### src/hdl/cosr_pkg.sv
// package: geometry, field layout, states and timing counts of the
// clock output alignment and reset block
// assumes a 100 MHz control clock for every cycle count below
`default_nettype none

package cosr_pkg;

  // channel and output geometry
  localparam int N_CHAN = 4;
  localparam int OUTS_PER_CHAN = 3;
  localparam int N_OUT = N_CHAN * OUTS_PER_CHAN;
  localparam int FIELD_W = 4; // delay, low-cycle and high-cycle fields
  localparam int DLY_W = 6; // start delay reaches 32 cycles

  // register offsets mirrored by the loose control ports
  localparam logic [11:0] REG_SERIAL_CTRL = 12'h000;
  localparam logic [11:0] REG_ALIGN_CTRL = 12'h230;
  localparam logic [11:0] REG_UPDATE = 12'h232;
  localparam logic [11:0] REG_OUT_CTRL_FIRST = 12'h0F0;
  localparam logic [11:0] REG_OUT_CTRL_LAST = 12'h0FB;
  localparam int BIT_SOFT_RST_LO = 2;
  localparam int BIT_SOFT_RST_HI = 5;
  localparam int BIT_SOFT_ALIGN = 0;
  localparam int BIT_DIST_PD = 1;
  localparam int BIT_UPDATE = 0;

  // output control field positions
  localparam int OC_PD = 0;
  localparam int OC_SWING = 1; // two bits
  localparam int OC_INV = 3;
  localparam int OC_SE_MODE = 4;
  localparam int OC_SE_A_EN = 5;
  localparam int OC_SE_B_EN = 6;
  localparam int OC_SE_A_INV = 7;
  localparam int OC_SE_B_INV = 8;
  localparam int OUT_CFG_W = 9;
  localparam logic [OUT_CFG_W-1:0] OUT_CFG_RST = 9'h000;

  // timing, figures in their own units
  localparam int CLK_NS = 10;
  localparam int NS_PER_US = 1000;
  localparam int NS_PER_MS = 1000000;
  localparam int SYNC_STAGES = 2;
  localparam int ALIGN_PIPE_CYC = 15;
  localparam int ALIGN_LOAD = ALIGN_PIPE_CYC - SYNC_STAGES - 1;
  localparam int POR_SYNC_MS = 50;
  localparam int POR_TOGGLE_MS = 70;
  localparam int HW_FAST_US = 2;
  localparam int EE_RESTORE_MS = 20;
  localparam int POR_SYNC_CYC = POR_SYNC_MS * (NS_PER_MS / CLK_NS);
  localparam int POR_TOGGLE_CYC = POR_TOGGLE_MS * (NS_PER_MS / CLK_NS);
  localparam int HW_FAST_CYC = HW_FAST_US * NS_PER_US / CLK_NS;
  localparam int EE_RESTORE_CYC = EE_RESTORE_MS * (NS_PER_MS / CLK_NS);
  localparam int TMR_W = 24;

  // reset sequencer states
  typedef enum logic [4:0] {
    RS_POR = 5'h01,
    RS_RUN = 5'h02,
    RS_HW = 5'h04,
    RS_SOFT = 5'h08,
    RS_SETTLE = 5'h10
  } cosr_rst_t;

endpackage

`default_nettype wire

### src/hdl/cosr_chdiv.sv
// one channel divider with coarse start delay and static hold
// assumes hold and pd are synchronous to clk
`default_nettype none

module cosr_chdiv
  import cosr_pkg::*;
(
  input wire logic clk,
  input wire logic rst_n,
  input wire logic hold,
  input wire logic pd,
  input wire logic initial_level_high,
  input wire logic [cosr_pkg::FIELD_W-1:0] delay_count,
  input wire logic [cosr_pkg::FIELD_W-1:0] low_field,
  input wire logic [cosr_pkg::FIELD_W-1:0] high_field,
  output logic level
);

  // divider state
  typedef struct packed {
    logic run; // counting out high and low phases
    logic level; // divider output
    logic [DLY_W-1:0] cnt; // start delay or phase countdown
  } cosr_div_state_t;

  cosr_div_state_t s;
  cosr_div_state_t n;

  // start delay from the combined phase value
  function automatic logic [DLY_W-1:0] start_delay(
    input logic sh,
    input logic [FIELD_W-1:0] po,
    input logic [FIELD_W-1:0] mf
  );
    logic [DLY_W-1:0] phi;
    phi = {1'h0, sh, po};
    if (phi <= 6'h0F) begin
      start_delay = phi;
    end else begin
      // low-cycle count is field plus one, then one more cycle
      start_delay = phi - 6'h10 + {2'h0, mf} + 6'h02;
    end
  endfunction

  // next-state logic
  always_comb begin
    n = s;
    if (pd) begin
      // powered-down divider stops low
      n.run = 1'h0;
      n.level = 1'h0;
      n.cnt = '0;
    end else if (hold) begin
      // static preset while aligning
      n.run = 1'h0;
      n.level = initial_level_high;
      n.cnt = start_delay(initial_level_high, delay_count, low_field);
    end else if (!s.run) begin
      if (s.cnt == '0) begin
        // first rising edge, high phase of field plus one cycles
        n.run = 1'h1;
        n.level = 1'h1;
        n.cnt = {2'h0, high_field};
      end else begin
        n.cnt = s.cnt - 6'h01;
      end
    end else if (s.cnt == '0) begin
      n.level = !s.level;
      n.cnt = s.level ? {2'h0, low_field} : {2'h0, high_field};
    end else begin
      n.cnt = s.cnt - 6'h01;
    end
  end

  // state register
  always_ff @(posedge clk or negedge rst_n) begin
    if (!rst_n) begin
      s <= '0;
    end else begin
      s <= n;
    end
  end

  assign level = s.level;

endmodule

`default_nettype wire

### src/hdl/cosr_top.sv
// top of the clock output alignment, driver select and reset block
// assumes all pins arrive synchronous to MCLK except the alignment
// pin, which is resynchronised; MCLK stands in for the divider clock
`default_nettype none

// Behaviour
// - phase up to 15 delays that many cycles
// - phase 16+ delays phase-16 plus M plus one
// - excluded channel keeps clocking, never aligned
// - pin or soft bits set-then-cleared trigger alignment
// - power-up, reset pulse, sleep pulse also align
// - calibration holds alignment request until done
// - pin release to clocking about fifteen cycles
// - soft align bit acts only on update
// - held level from start-high, phase after release
// - channel settings apply to all its outputs
// - output control bits 2:1 select swing
// - per output polarity and power-down
// - distribution power-down stops all drivers together
// - safe power-down by bit, channel, sleep
// - single-ended mode enables both drivers automatically
// - bits 6:5 enable drivers, disabled ones tristate
// - power-on load, align, then toggle later
// - reset pin restores settings, aligns, waits
// - both soft reset bits restore per select
// - soft reset keeps other bits, outputs static
// - soft reset ends only on next serial tick
// - phase value is sixteen start-high plus delay
// - cycle fields hold count minus one
module cosr_top
  import cosr_pkg::*;
#(
  parameter int POR_SYNC_CYC_P = cosr_pkg::POR_SYNC_CYC,
  parameter int POR_TOGGLE_CYC_P = cosr_pkg::POR_TOGGLE_CYC,
  parameter int EE_RESTORE_CYC_P = cosr_pkg::EE_RESTORE_CYC
) (
  input wire logic MCLK,
  input wire logic NRST,
  input wire logic ALIGN_N,
  input wire logic HW_RESET_N,
  input wire logic CHIP_SLEEP_N,
  input wire logic EEPROM_SEL,
  input wire logic SOFT_ALIGN,
  input wire logic DIST_PD,
  input wire logic UPDATE_STROBE,
  input wire logic SOFT_RST_LO,
  input wire logic SOFT_RST_HI,
  input wire logic SCLK_TICK,
  input wire logic CAL_BUSY,
  input wire logic [cosr_pkg::N_CHAN-1:0] IGNORE_ALIGN,
  input wire logic [cosr_pkg::N_CHAN-1:0] INITIAL_LEVEL_HIGH,
  input wire logic [cosr_pkg::N_CHAN*cosr_pkg::FIELD_W-1:0] DELAY_COUNT,
  input wire logic [cosr_pkg::N_CHAN*cosr_pkg::FIELD_W-1:0] LOW_CYCLES,
  input wire logic [cosr_pkg::N_CHAN*cosr_pkg::FIELD_W-1:0] HIGH_CYCLES,
  input wire logic [cosr_pkg::N_CHAN-1:0] CHAN_PD,
  input wire logic [cosr_pkg::N_OUT*cosr_pkg::OUT_CFG_W-1:0] OUT_CFG,
  input wire logic [cosr_pkg::N_OUT-1:0] OUT_CFG_WR,
  output logic [cosr_pkg::N_OUT-1:0] DIFF_OUT,
  output logic [cosr_pkg::N_OUT-1:0] DIFF_SAFE_PD,
  output logic DIFF_TOTAL_PD,
  output logic [cosr_pkg::N_OUT*2-1:0] SWING,
  output logic [cosr_pkg::N_OUT-1:0] SE_A_OUT,
  output logic [cosr_pkg::N_OUT-1:0] SE_A_OE,
  output logic [cosr_pkg::N_OUT-1:0] SE_B_OUT,
  output logic [cosr_pkg::N_OUT-1:0] SE_B_OE,
  output logic ALIGN_ACTIVE,
  output logic RESET_ACTIVE,
  output logic LOAD_EEPROM,
  output logic LOAD_DEFAULTS,
  output logic SOFT_BITS_CLEAR
);

  import cosr_pkg::*;

  // whole state of the block
  typedef struct packed {
    logic [1:0] pin_sync; // [0] first stage, [1] second stage
    logic soft_align; // soft align bit as taken at update
    logic req_q; // alignment request one cycle ago
    logic [3:0] pipe; // release pipeline countdown
    cosr_rst_t rst; // reset sequencer state
    logic [TMR_W-1:0] tmr; // sequencer timer
    logic load_ee; // pulse: restore stored settings
    logic load_def; // pulse: restore built-in settings
    logic bits_clear; // pulse: self-clearing bits drop
    logic [N_OUT-1:0][OUT_CFG_W-1:0] cfg; // output control copies
    logic [N_OUT-1:0][1:0] se_en; // single-ended enables {b,a}
    logic [N_OUT-1:0] diff; // differential data
    logic [N_OUT-1:0] se_a; // single-ended a data
    logic [N_OUT-1:0] se_b; // single-ended b data
  } cosr_top_state_t;

  cosr_top_state_t s;
  cosr_top_state_t n;

  logic soft_req; // both soft reset bits written
  logic rst_busy; // any reset sequence in progress
  logic req; // combined alignment request
  logic hold; // request or release pipeline still running
  logic [N_CHAN-1:0] ch_level; // divider outputs
  logic [N_OUT-1:0] safe_pd; // per driver safe power-down

  // soft reset needs both bits of the serial control register
  assign soft_req = SOFT_RST_LO & SOFT_RST_HI;

  // outputs of channels not excluded from alignment stay static for the whole reset sequence
  assign rst_busy = (s.rst != RS_RUN);

  // every source of an alignment; each holds the outputs while
  // active and the falling edge of the request starts the release
  always_comb begin
    req = !s.pin_sync[1];
    req = req | s.soft_align;
    req = req | DIST_PD;
    req = req | !CHIP_SLEEP_N;
    req = req | CAL_BUSY;
    req = req | rst_busy;
  end

  // request and pipeline together keep the included dividers frozen
  assign hold = req | s.req_q | (s.pipe != 4'h0);

  // next-state logic
  always_comb begin
    n = s;
    n.load_ee = 1'h0;
    n.load_def = 1'h0;
    n.bits_clear = 1'h0;

    // alignment pin through two stages; the first is read only here
    n.pin_sync = {s.pin_sync[0], ALIGN_N};

    // soft align changes only on the update strobe, in both directions
    if (UPDATE_STROBE) begin
      n.soft_align = SOFT_ALIGN;
    end

    // release pipeline: loaded when the request falls, so the first
    // divider edge lands a fixed count after the pin rising edge
    n.req_q = req;
    if (req) begin
      n.pipe = 4'h0;
    end else if (s.req_q) begin
      n.pipe = 4'(ALIGN_LOAD);
    end else if (s.pipe != 4'h0) begin
      n.pipe = s.pipe - 4'h1;
    end

    // reset sequencer
    case (s.rst)
      RS_POR: begin
        // first cycle after release: restore from the select pin
        if (s.tmr == '0) begin
          n.load_ee = EEPROM_SEL;
          n.load_def = !EEPROM_SEL;
        end
        if (s.tmr == TMR_W'(POR_SYNC_CYC_P - 1)) begin
          // alignment point reached, outputs wait the remainder
          n.rst = RS_SETTLE;
          n.tmr = TMR_W'(POR_TOGGLE_CYC_P - POR_SYNC_CYC_P);
        end else begin
          n.tmr = s.tmr + 24'h00_0001;
        end
      end
      RS_RUN: begin
        if (soft_req) begin
          // restore on entry, then wait for the serial tick
          n.rst = RS_SOFT;
          n.load_ee = EEPROM_SEL;
          n.load_def = !EEPROM_SEL;
        end
      end
      RS_HW: begin
        if (HW_RESET_N) begin
          // pin released: restore, then wait before toggling
          n.rst = RS_SETTLE;
          n.load_ee = EEPROM_SEL;
          n.load_def = !EEPROM_SEL;
          if (EEPROM_SEL) begin
            n.tmr = TMR_W'(EE_RESTORE_CYC_P);
          end else begin
            n.tmr = TMR_W'(HW_FAST_CYC);
          end
        end
      end
      RS_SOFT: begin
        // held in reset until one more serial clock arrives
        if (SCLK_TICK) begin
          n.bits_clear = 1'h1;
          n.rst = RS_SETTLE;
          if (EEPROM_SEL) begin
            n.tmr = TMR_W'(EE_RESTORE_CYC_P);
          end else begin
            n.tmr = TMR_W'(HW_FAST_CYC);
          end
        end
      end
      RS_SETTLE: begin
        if (s.tmr == '0) begin
          n.rst = RS_RUN;
        end else begin
          n.tmr = s.tmr - 24'h00_0001;
        end
      end
      default: begin
        // illegal code: restart as from power-on
        n.rst = RS_POR;
        n.tmr = '0;
      end
    endcase

    // a low reset pin wins over every sequence step
    if (!HW_RESET_N) begin
      n.rst = RS_HW;
      n.tmr = '0;
      n.load_ee = 1'h0;
      n.load_def = 1'h0;
    end

    // output control writes; entering single-ended mode turns both
    // single-ended drivers on, later writes set them one by one
    for (int i = 0; i < N_OUT; i++) begin
      if (OUT_CFG_WR[i]) begin
        n.cfg[i] = OUT_CFG[i*OUT_CFG_W +: OUT_CFG_W];
        if (OUT_CFG[i*OUT_CFG_W+OC_SE_MODE] && !s.cfg[i][OC_SE_MODE]) begin
          n.se_en[i] = 2'h3;
        end else begin
          n.se_en[i] = {OUT_CFG[i*OUT_CFG_W+OC_SE_B_EN],
                        OUT_CFG[i*OUT_CFG_W+OC_SE_A_EN]};
        end
      end
    end

    // driver data: outputs follow their channel's divider; differential data is held low in safe or total power-down or single-ended mode
    for (int i = 0; i < N_OUT; i++) begin
      if (safe_pd[i] || DIST_PD || s.cfg[i][OC_SE_MODE]) begin
        n.diff[i] = 1'h0;
      end else begin
        n.diff[i] = ch_level[i/OUTS_PER_CHAN] ^ s.cfg[i][OC_INV];
      end
      n.se_a[i] = ch_level[i/OUTS_PER_CHAN] ^ s.cfg[i][OC_SE_A_INV];
      n.se_b[i] = ch_level[i/OUTS_PER_CHAN] ^ s.cfg[i][OC_SE_B_INV];
    end
  end

  // state register; reset takes constants only
  always_ff @(posedge MCLK or negedge NRST) begin
    if (!NRST) begin
      s <= '0;
      s.rst <= RS_POR;
      s.pin_sync <= 2'h3;
      for (int i = 0; i < N_OUT; i++) begin
        s.cfg[i] <= OUT_CFG_RST;
      end
    end else begin
      s <= n;
    end
  end

  // channel dividers; an excluded channel ignores the hold and keeps
  // running, so it is neither static nor aligned to the others
  for (genvar c = 0; c < N_CHAN; c++) begin : g_chan
    cosr_chdiv u_div (
      .clk(MCLK),
      .rst_n(NRST),
      .hold(hold & !IGNORE_ALIGN[c]),
      .pd(CHAN_PD[c] | !CHIP_SLEEP_N | DIST_PD),
      .initial_level_high(INITIAL_LEVEL_HIGH[c]),
      .delay_count(DELAY_COUNT[c*FIELD_W +: FIELD_W]),
      .low_field(LOW_CYCLES[c*FIELD_W +: FIELD_W]),
      .high_field(HIGH_CYCLES[c*FIELD_W +: FIELD_W]),
      .level(ch_level[c])
    );
  end

  // per output power-down, swing and single-ended enables
  for (genvar i = 0; i < N_OUT; i++) begin : g_out
    // own bit, its channel, or sleep put the driver in safe mode
    assign safe_pd[i] = s.cfg[i][OC_PD] | CHAN_PD[i/OUTS_PER_CHAN] | !CHIP_SLEEP_N;
    assign SWING[2*i +: 2] = s.cfg[i][OC_SWING +: 2];
    // a disabled or powered-down single-ended driver is tristated
    assign SE_A_OE[i] = s.cfg[i][OC_SE_MODE] & s.se_en[i][0] & !safe_pd[i];
    assign SE_B_OE[i] = s.cfg[i][OC_SE_MODE] & s.se_en[i][1] & !safe_pd[i];
  end

  // flip-flop outputs
  assign DIFF_OUT = s.diff;
  assign SE_A_OUT = s.se_a;
  assign SE_B_OUT = s.se_b;
  assign LOAD_EEPROM = s.load_ee;
  assign LOAD_DEFAULTS = s.load_def;
  assign SOFT_BITS_CLEAR = s.bits_clear;

  // status and power-down levels
  assign DIFF_SAFE_PD = safe_pd;
  assign DIFF_TOTAL_PD = DIST_PD;
  assign ALIGN_ACTIVE = hold;
  assign RESET_ACTIVE = rst_busy;

endmodule

`default_nettype wire

### config.mk
export PLATFORM = sky130hd
export DESIGN_NAME = cosr_top
export DESIGN_NICKNAME = d
export VERILOG_FILES = /design/src/hdl/cosr_pkg.sv /design/src/hdl/cosr_chdiv.sv /design/src/hdl/cosr_top.sv
export SDC_FILE = /design/constraint.sdc
export NUM_CORES = 1
export LEC_CHECK = 0
export BUFFER_PORTS_ARGS = -buffer_cell sky130_fd_sc_hd__buf_2
export CAP_MARGIN = 25
export CORE_MARGIN = 2
export CORE_UTILIZATION = 37
export DETAILED_ROUTE_END_ITERATION = 8
export GPL_TIMING_DRIVEN = 0
export SYNTH_ARGS = -nofsm -noshare
export SYNTH_HDL_FRONTEND = slang
export SYNTH_SLANG_ARGS = --single-unit
### constraint.sdc
create_clock -name MCLK -period 8.3 [get_ports MCLK]
set_input_delay 0.83 -clock MCLK [delete_from_list [all_inputs] [get_ports MCLK]]
set_output_delay 0.83 -clock MCLK [all_outputs]
set_load 0.005 [all_outputs]
==> results of run 1 <==
synth_stat cells, types with 33 or more instances:
cell,n,area share
sky130_fd_sc_hd__dfrtp_1,213,0.44
sky130_fd_sc_hd__nor2_1,142,0.044
sky130_fd_sc_hd__mux2_2,88,0.082
sky130_fd_sc_hd__a21oi_1,79,0.033
sky130_fd_sc_hd__buf_4,62,0.038
sky130_fd_sc_hd__inv_1,60,0.019
sky130_fd_sc_hd__clkbuf_1,48,0.015
sky130_fd_sc_hd__nor3_1,47,0.019
sky130_fd_sc_hd__nand2_1,45,0.014
sky130_fd_sc_hd__and3_1,42,0.022
sky130_fd_sc_hd__ha_1,41,0.042
sky130_fd_sc_hd__xor2_1,34,0.025
sky130_fd_sc_hd__xnor2_1,33,0.024
placed cells by master (no fill, tap or decap), drive strengths merged, types with 5 or more instances in the layout:
cell type	netlist	layout
a211oi	31	31
a21o	7	7
a21oi	79	79
a221oi	5	5
a31oi	11	11
and3	42	42
buf	80	373
clkbuf	48	82
clkinv	1	7
dfrtp	213	213
ha	41	41
inv	60	60
mux2	88	88
mux2i	19	19
nand2	45	45
nand2b	5	5
nand3	16	16
nand4	9	9
nor2	142	142
nor2b	27	27
nor3	47	47
nor4	29	29
nor4b	6	6
o21a	7	7
o21ai	27	27
o31ai	5	5
or2	6	6
or4	5	5
xnor2	33	33
xor2	34	34
power groups by stage:
stage	registers [mW]	clock network (mW)	logic (mW)
6_report	1.20	1.15	0.709
5_1_grt	1.21	1.23	0.789
4_1_cts	1.20	1.19	0.710
3_5_place_dp	1.22	0	0.707
3_3_place_gp	1.21	0	0.694
2_1_floorplan	1.20	0	0.474
worst paths after layout:
check / endpoint / slack [ns] / cells after the start
max: s[185] / 5.02 / 8
min: DIFF_OUT[8] / 0.29 / 1
max reg2reg: s[185] / 5.02 / 8
min reg2reg: s[207] / 0.35 / 0
max in group asynchronous: SE_A_OUT[9] / 6.96 / 2
min in group MCLK: s[207] / 0.35 / 0
cell families after synthesis:
kind of cell / after synthesis
simple gates: 402
compound gates: 212
buf+inv: 189
fa+ha+maj: 45
mux: 107
xor+xnor: 67
flops: 216
registers in the layout, indices dropped and copies added (netlist names):
register / flops
DIFF_OUT: 12
n: 1
g_chan.u_div.level: 4
s: 120
LOAD_EEPROM: 1
SOFT_BITS_CLEAR: 1
SE_B_OUT: 12
SWING: 24
LOAD_DEFAULTS: 1
SE_A_OUT: 12
g_chan.u_div.s: 28
worst register-to-register path: cells and delay by family, from the launching register on:
kind,cells,cell delay (ns)
compound gates,3,0.77
flops,1,0.36
simple gates,3,1.47
buf+inv,2,0.59
cell type report:
| class | instances | area (um2) |
|---|---|---|
| fill | 3107 | 17300 |
| multi-input combinational | 833 | 5760 |
| sequential | 216 | 5410 |
| timing repair buffer | 293 | 1500 |
| clock buffer | 34 | 722 |
| buffer | 128 | 717 |
| tap | 442 | 553 |
| inverter | 61 | 229 |
| clock inverter | 11 | 135 |
| antenna | 2 | 5.00 |
stage by stage:
stage | instances | cell area, um2
2_1_floorplan | 1238 | 12100
4_1_cts | 2018 | 15000
6_report | 2020 | 15000
3_5_place_dp | 1973 | 14200
3_3_place_gp | 1970 | 14100
5_1_grt | 2018 | 15000
metal layers:
metal | share of wire | routed length, um | vias up | track usage
met5 | 0.0012 | 41 | - | 0
met4 | 0.029 | 966 | 6 | 0.0622
met2 | 0.48 | 16300 | 338 | 0.333
met3 | 0.072 | 2430 | 67 | 0.0425
li1 | - | - | 4945 | -
met1 | 0.42 | 14100 | 4834 | 0.241
==> metrics.md, run 1 <==
| Metric | Value |
|---|---|
| Y dimension of the die | roughly 180 um |
| Maximum number of pins on one net before global-route repair | between 100 and 150 |
| Synthesis-to-layout area growth | 24.1% |
| Crit. End Element | flop |
| Setup ws final | 5.02 ns |
| Synth Area in Simple Gates | 0.168 |
| Data arrival time at the worst-slack endpoint | about 3.7 ns |
| Number of H-tree levels | 1 |
| Number of maximum-capacitance constraint violations | 0 |
| Number of buffers inserted during clock tree synthesis | 26 |
| Count of input and output buffers | 290 |
| CTS-repair resized insts | 0 |
| Antenna violations before repair | 5 |
| Setup repair after global routing missed its margin | false |
| Worst setup path startpoint | s[177] |
| DR vias/cell | 5.04 |
| Clock-pin slew of the registers on the worst-case setup and hold paths | about 0.060 ns |
| Post-synthesis mux area share | 0.0975 |
| Max Fanout on Critical Path | 10 |
| Number of unique standard cell types used by synthesis | between 60 and 70 |
| Total Nets Final | approximately 1800 |
| Net switching component of the power | between 800 and 900 uW |
| Share of total power in sequential cells | 0.392 |
| Post-layout minimum cycle time | 3.28 ns |
| Initial Utilization | 0.374 |
| Smallest hold slack | just under 0.3 ns |
| Clock network fraction of total power | 0.376 |
| Fmax | 0.305 GHz |
| Synthesized area | about 12000 um2 |
| Post-synthesis sequential area ratio | 0.446 |
| Worst EP required | a little under 9 ns |
| Power Dens Cells | around 200 nW/um2 |
| Dpl ws | about 5.1 ns |
| Family with the most delay on the worst path | simple AND/OR/NAND/NOR gates |
| Final hold viol count | 0 |
| Number of detailed-routing iterations run before antenna repair | 5 |
| Total internal power | 2.16 mW |
| Wire length reported by the detailed router | 33.8 mm |
| Critical Path Source Type | flop |
| Sink count of the clock tree | about 220 |
| Gp weighted congestion | approximately 0.92 |
| Crit path largest cell delay | ~0.77 ns |
| Yosys reg bits | around 220 |
| EDFF count, synth | 0 |
| Area of the core | roughly 32000 um2 |
| Per-instance average area after synthesis | 9.79 um2 |
| Average wire length per cell after detail routing | around 17 um |
| Cells along the critical path | clkbuf_1, nor4_1, nand4_1, o31a_1, nor2_1, buf_2, a221oi_1, a21oi_1 |
| Slew @ Worst Pin | about 0.98 ns |
| Later-pin clock latency in the skew report | around 0.53 ns |
| Vias in the first global route | between 10000 and 15000 |
| Worst slew margin relative to its limit | 0.344 |
| Fin Setup TNS | 0 ns |
| Post-Synthesis Net Count | 1476 |
| Largest clock skew in the final design | about 0.009 ns |
| Part of the cycle the worst path needs | 0.395 |
| Combinational share of power | 0.232 |
| Area share of fa/ha/maj cells after synthesis | 0.0489 |
| Proportion of register bits with asynchronous set or reset after synthesis | 1.00 |
| Synth Warn # | 0 |
| Top-level port count | about 300 |
| Std cell rows | 66 |
| CTS max path bufs | 3 |
| Count of vias placed by the detailed router | 10190 |
| Gr usage total | 0.193 |
| Total grt overflow | 0 |
| Final setup violation count | 0 |
| R2R Path Start | s[177] |
| IR Drop Worst-Case VDD | 0.140 mV |
| DIE AREA | between 30000 and 40000 um2 |
| Hold crit path type | in -> async |
| Largest family of logic cells by synthesized area | simple AND/OR/NAND/NOR gates |
| Xor/xnor share of the synthesized area | 0.0484 |
| Compound-cell area share of the yosys netlist | 0.113 |
| Remaining antenna violation count | 0 |
| CP max stage cell | sky130_fd_sc_hd__nor4_1 |
| TritonCTS clock tree | built |
| First-pass GRT wire length | ~53 mm |
| Die W | ~180 um |
| Fraction of final layout cells sized beyond drive strength 1 | 0.317 |
| Cts-stage hold buffer count | 0 |
| Post-Route Utilization | 0.464 |
| WP buf/inv | 2 |
| Synth Flop Type | sky130_fd_sc_hd__dfrtp_1 |
| LEAKAGE | roughly 7.2 nW |
| Critical path type | reg -> reg |
| Number of cells produced by synthesis | 1238 |
| HPWL Detailed | 25.3 mm |
| Detailed-route DRC error count | 0 |
| Design Power | 3.05 mW |
| Number of buffers inserted to repair setup after CTS | 0 |
| Result of the run | complete, no violations |
| Starting DRT DRC Count | between 500 and 600 |
| Fin. max-slew vios | 0 |
| CTS Root Cell | sky130_fd_sc_hd__clkbuf_16 |
| Sw Share | 0.292 |
Power figures use the tool's default switching activity.
==> run 2: changes to the inputs <==
==> constraint.sdc (replaced) <==
create_clock -name MCLK -period 3.15 [get_ports MCLK]
set_input_delay 0.315 -clock MCLK [delete_from_list [all_inputs] [get_ports MCLK]]
set_output_delay 0.315 -clock MCLK [all_outputs]
set_load 0.005 [all_outputs]
==> metrics.md, run 2 (synthesis gave the netlist of run 1 again) <==
| Metric | Value |
|---|---|
| Top library cells by usage in the layout, fill and taps aside | 292 x sky130_fd_sc_hd__buf_2, 213 x sky130_fd_sc_hd__dfrtp_1, 140 x sky130_fd_sc_hd__nor2_1 |
| Clock-pin slew of the registers on the worst-case setup and hold paths | ~0.060 ns |
| Number of detailed-routing iterations run before antenna repair | 4 |
| Data arrival time at the worst-slack endpoint | between 3 and 4 ns |
| Routed length on met3 | roughly 2.3 mm |
| Routed length on met1 | between 10 and 15 mm |
| Critical Path Source Type | flop |
| Number of cell instances on the worst register-to-register path | 9 |
| Setup repair after global routing missed its margin | false |
| Initial Utilization | 0.374 |
| Worst slew margin relative to its limit | 0.346 |
| DR vias/cell | a little over 5 |
| Maximum number of pins on one net before global-route repair | between 100 and 150 |
| Detailed-route DRC error count | 0 |
| Number of maximum-capacitance constraint violations | 0 |
| Count of vias placed by the detailed router | approximately 10000 |
| Max FFs per register | 120 |
| LEAKAGE | 7.33 nW |
| Leading cell type in the layout, fill and taps excluded | sky130_fd_sc_hd__buf_2 |
| Std cell rows | 66 |
| Number of buffers inserted during clock tree synthesis | 26 |
| Layout Cell Area excl Fill | between 15000 and 20000 um2 |
| Number of H-tree levels | 1 |
| Top-level port count | 295 |
| Remaining antenna violation count | 0 |
| Cell count after placement | about 2000 |
| Y dimension of the die | approximately 180 um |
| Gr usage total | 0.196 |
| Wire length reported by the detailed router | ~34 mm |
| R2R Path Start | s[184] |
| Dpl cell area | about 14000 um2 |
| RR Endpoint | s[185] |
| Reg-to-reg setup timing slack | ~0.12 ns |
| Worst setup endpoint | s[185] |
| Smallest hold slack | between 0.02 and 0.03 ns |
| Vias in the first global route | 10338 |
| Part of the cycle the worst path needs | 0.962 |
| Die W | approximately 180 um |
| Non-filler cells, final | slightly above 2000 |
| Synthesis-to-layout area growth | 27.7% |
| Post-layout minimum cycle time | around 3 ns |
| Count of input and output buffers | between 200 and 300 |
| Average wire length per cell after detail routing | ~17 um |
| Fmax | roughly 0.33 GHz |
| Area of the core | around 32000 um2 |
| Final hold viol count | 0 |
| Hold crit path type | in -> reg |
| HPWL Detailed | 25.3 mm |
| CTS Root Cell | sky130_fd_sc_hd__clkbuf_16 |
| Antenna violations before repair | 5 |
| First-pass GRT wire length | between 50 and 60 mm |
| Worst setup path startpoint | s[184] |
| Gp weighted congestion | about 0.92 |
| Fin. max-slew vios | 0 |
| Later-pin clock latency in the skew report | roughly 0.53 ns |
| IR Drop Worst-Case VDD | ~0.37 mV |
| Result of the run | complete, no violations |
| Register with the highest flop count | s |
| Sink count of the clock tree | between 200 and 250 |
| Top routing layer in use | met5 |
| Starting DRT DRC Count | 564 |
| Critical path type | reg -> reg |
| Worst EP required | around 3.6 ns |
| Fraction of final layout cells sized beyond drive strength 1 | 0.313 |
| Layout fillers | ~3000 |
| Final setup violation count | 0 |
| Number of buffers inserted to repair setup after CTS | 0 |
| DIE AREA | between 30000 and 40000 um2 |
| Detail Route met2 WL | between 15 and 20 mm |
| Largest clock skew in the final design | around 0.012 ns |
| Max Fanout on Critical Path | 10 |
| TritonCTS clock tree | built |
| Total Nets Final | approximately 1800 |
| Slew @ Worst Pin | between 0.9 and 1 ns |
| Power Dens Cells | 524 nW/um2 |
| Total grt overflow | 0 |
| Crit. End Element | flop |
| CTS max path bufs | 3 |
-- run 2: changes by cell type in the layout (fill, tap and decap cells not counted), sizes merged --
cell	change
diode	+1
dlygate4sd3	+41
buf	-1
clkbuf	+1
-- run 2: worst min-delay path by stage --
| stage | depth (start not counted) | slack [ns] | start | end |
|---|---|---|---|---|
| 2_1_floorplan | 0 | 0.02 | NRST | DIFF_OUT[0] |
| 3_3_place_gp | 0 | 0.35 | n[207] | s[207] |
| 3_5_place_dp | 0 | 0.35 | n[207] | s[207] |
| 4_1_cts | 2 | 0.0004 | OUT_CFG[80] | s[140] |
| 5_1_grt | 2 | 0.005 | OUT_CFG[80] | s[140] |
| 6_report | 2 | 0.03 | OUT_CFG[55] | SWING[12] |
-- run 2: power by group --
part | leakage, nW | internal (mW) | total, mW | switching, mW
Clock | 0.419 | 1.85 | 3.03 | 1.18
Sequential | 2.66 | 3.01 | 3.15 | 0.140
Combinational | 4.26 | 0.872 | 1.92 | 1.05
Total | 7.33 | 5.73 | 8.10 | 2.37
-- run 2: what timing repair did --
action,4_1_cts,5_1_grt
endpoints found under the hold margin,138,0
cloned,0,0
pin swaps,0,1
hold buffers,41,0
gates resized for setup,2,8
endpoints found under the setup margin,5,15
-- run 2: cell type report --
cell class | count | area (um2) | area share
Multi-Input combinational cell | 833 | 5790 | 0.374
Sequential cell | 216 | 5410 | 0.350
Timing Repair Buffer | 334 | 1910 | 0.124
Clock buffer | 34 | 722 | 0.0466
Buffer | 128 | 722 | 0.0466
Tap cell | 442 | 553 | 0.0357
Inverter | 61 | 229 | 0.0148
Clock inverter | 11 | 135 | 0.00873
Antenna cell | 3 | 7.51 | 0.000485
-- run 2: worst max-delay path, cell delays in order (launching register included) --
cell	delay, ns
sky130_fd_sc_hd__dfrtp_1	0.47
sky130_fd_sc_hd__or3_1	0.39
sky130_fd_sc_hd__buf_2	0.17
sky130_fd_sc_hd__or4_1	0.46
sky130_fd_sc_hd__buf_2	0.21
sky130_fd_sc_hd__o31a_1	0.39
sky130_fd_sc_hd__nor2_2	0.25
sky130_fd_sc_hd__clkbuf_4	0.31
sky130_fd_sc_hd__a221oi_1	0.07
sky130_fd_sc_hd__a21oi_1	0.23
-- run 2: stage by stage --
| stage | total power [mW] | TNS, ns | utilization | setup slack (ns) |
|---|---|---|---|---|
| floorplan | 4.41 | 0 | - | 0.489 |
| global placement | 5.02 | -491.20 | 0.436 | -2.31 |
| detailed placement | 5.07 | -0.0507 | 0.438 | -0.0507 |
| CTS | 8.20 | 0 | 0.477 | 0.00481 |
| global route | 8.55 | 0 | 0.478 | 0.0258 |
| finish | 8.10 | 0 | 0.478 | 0.119 |
-- run 2: layer usage --
layer  GRT usage  up-vias
met1       0.244     4957
met4      0.0654        4
met2       0.341      335
met5           0        -
li1            -     5037
met3      0.0403       67
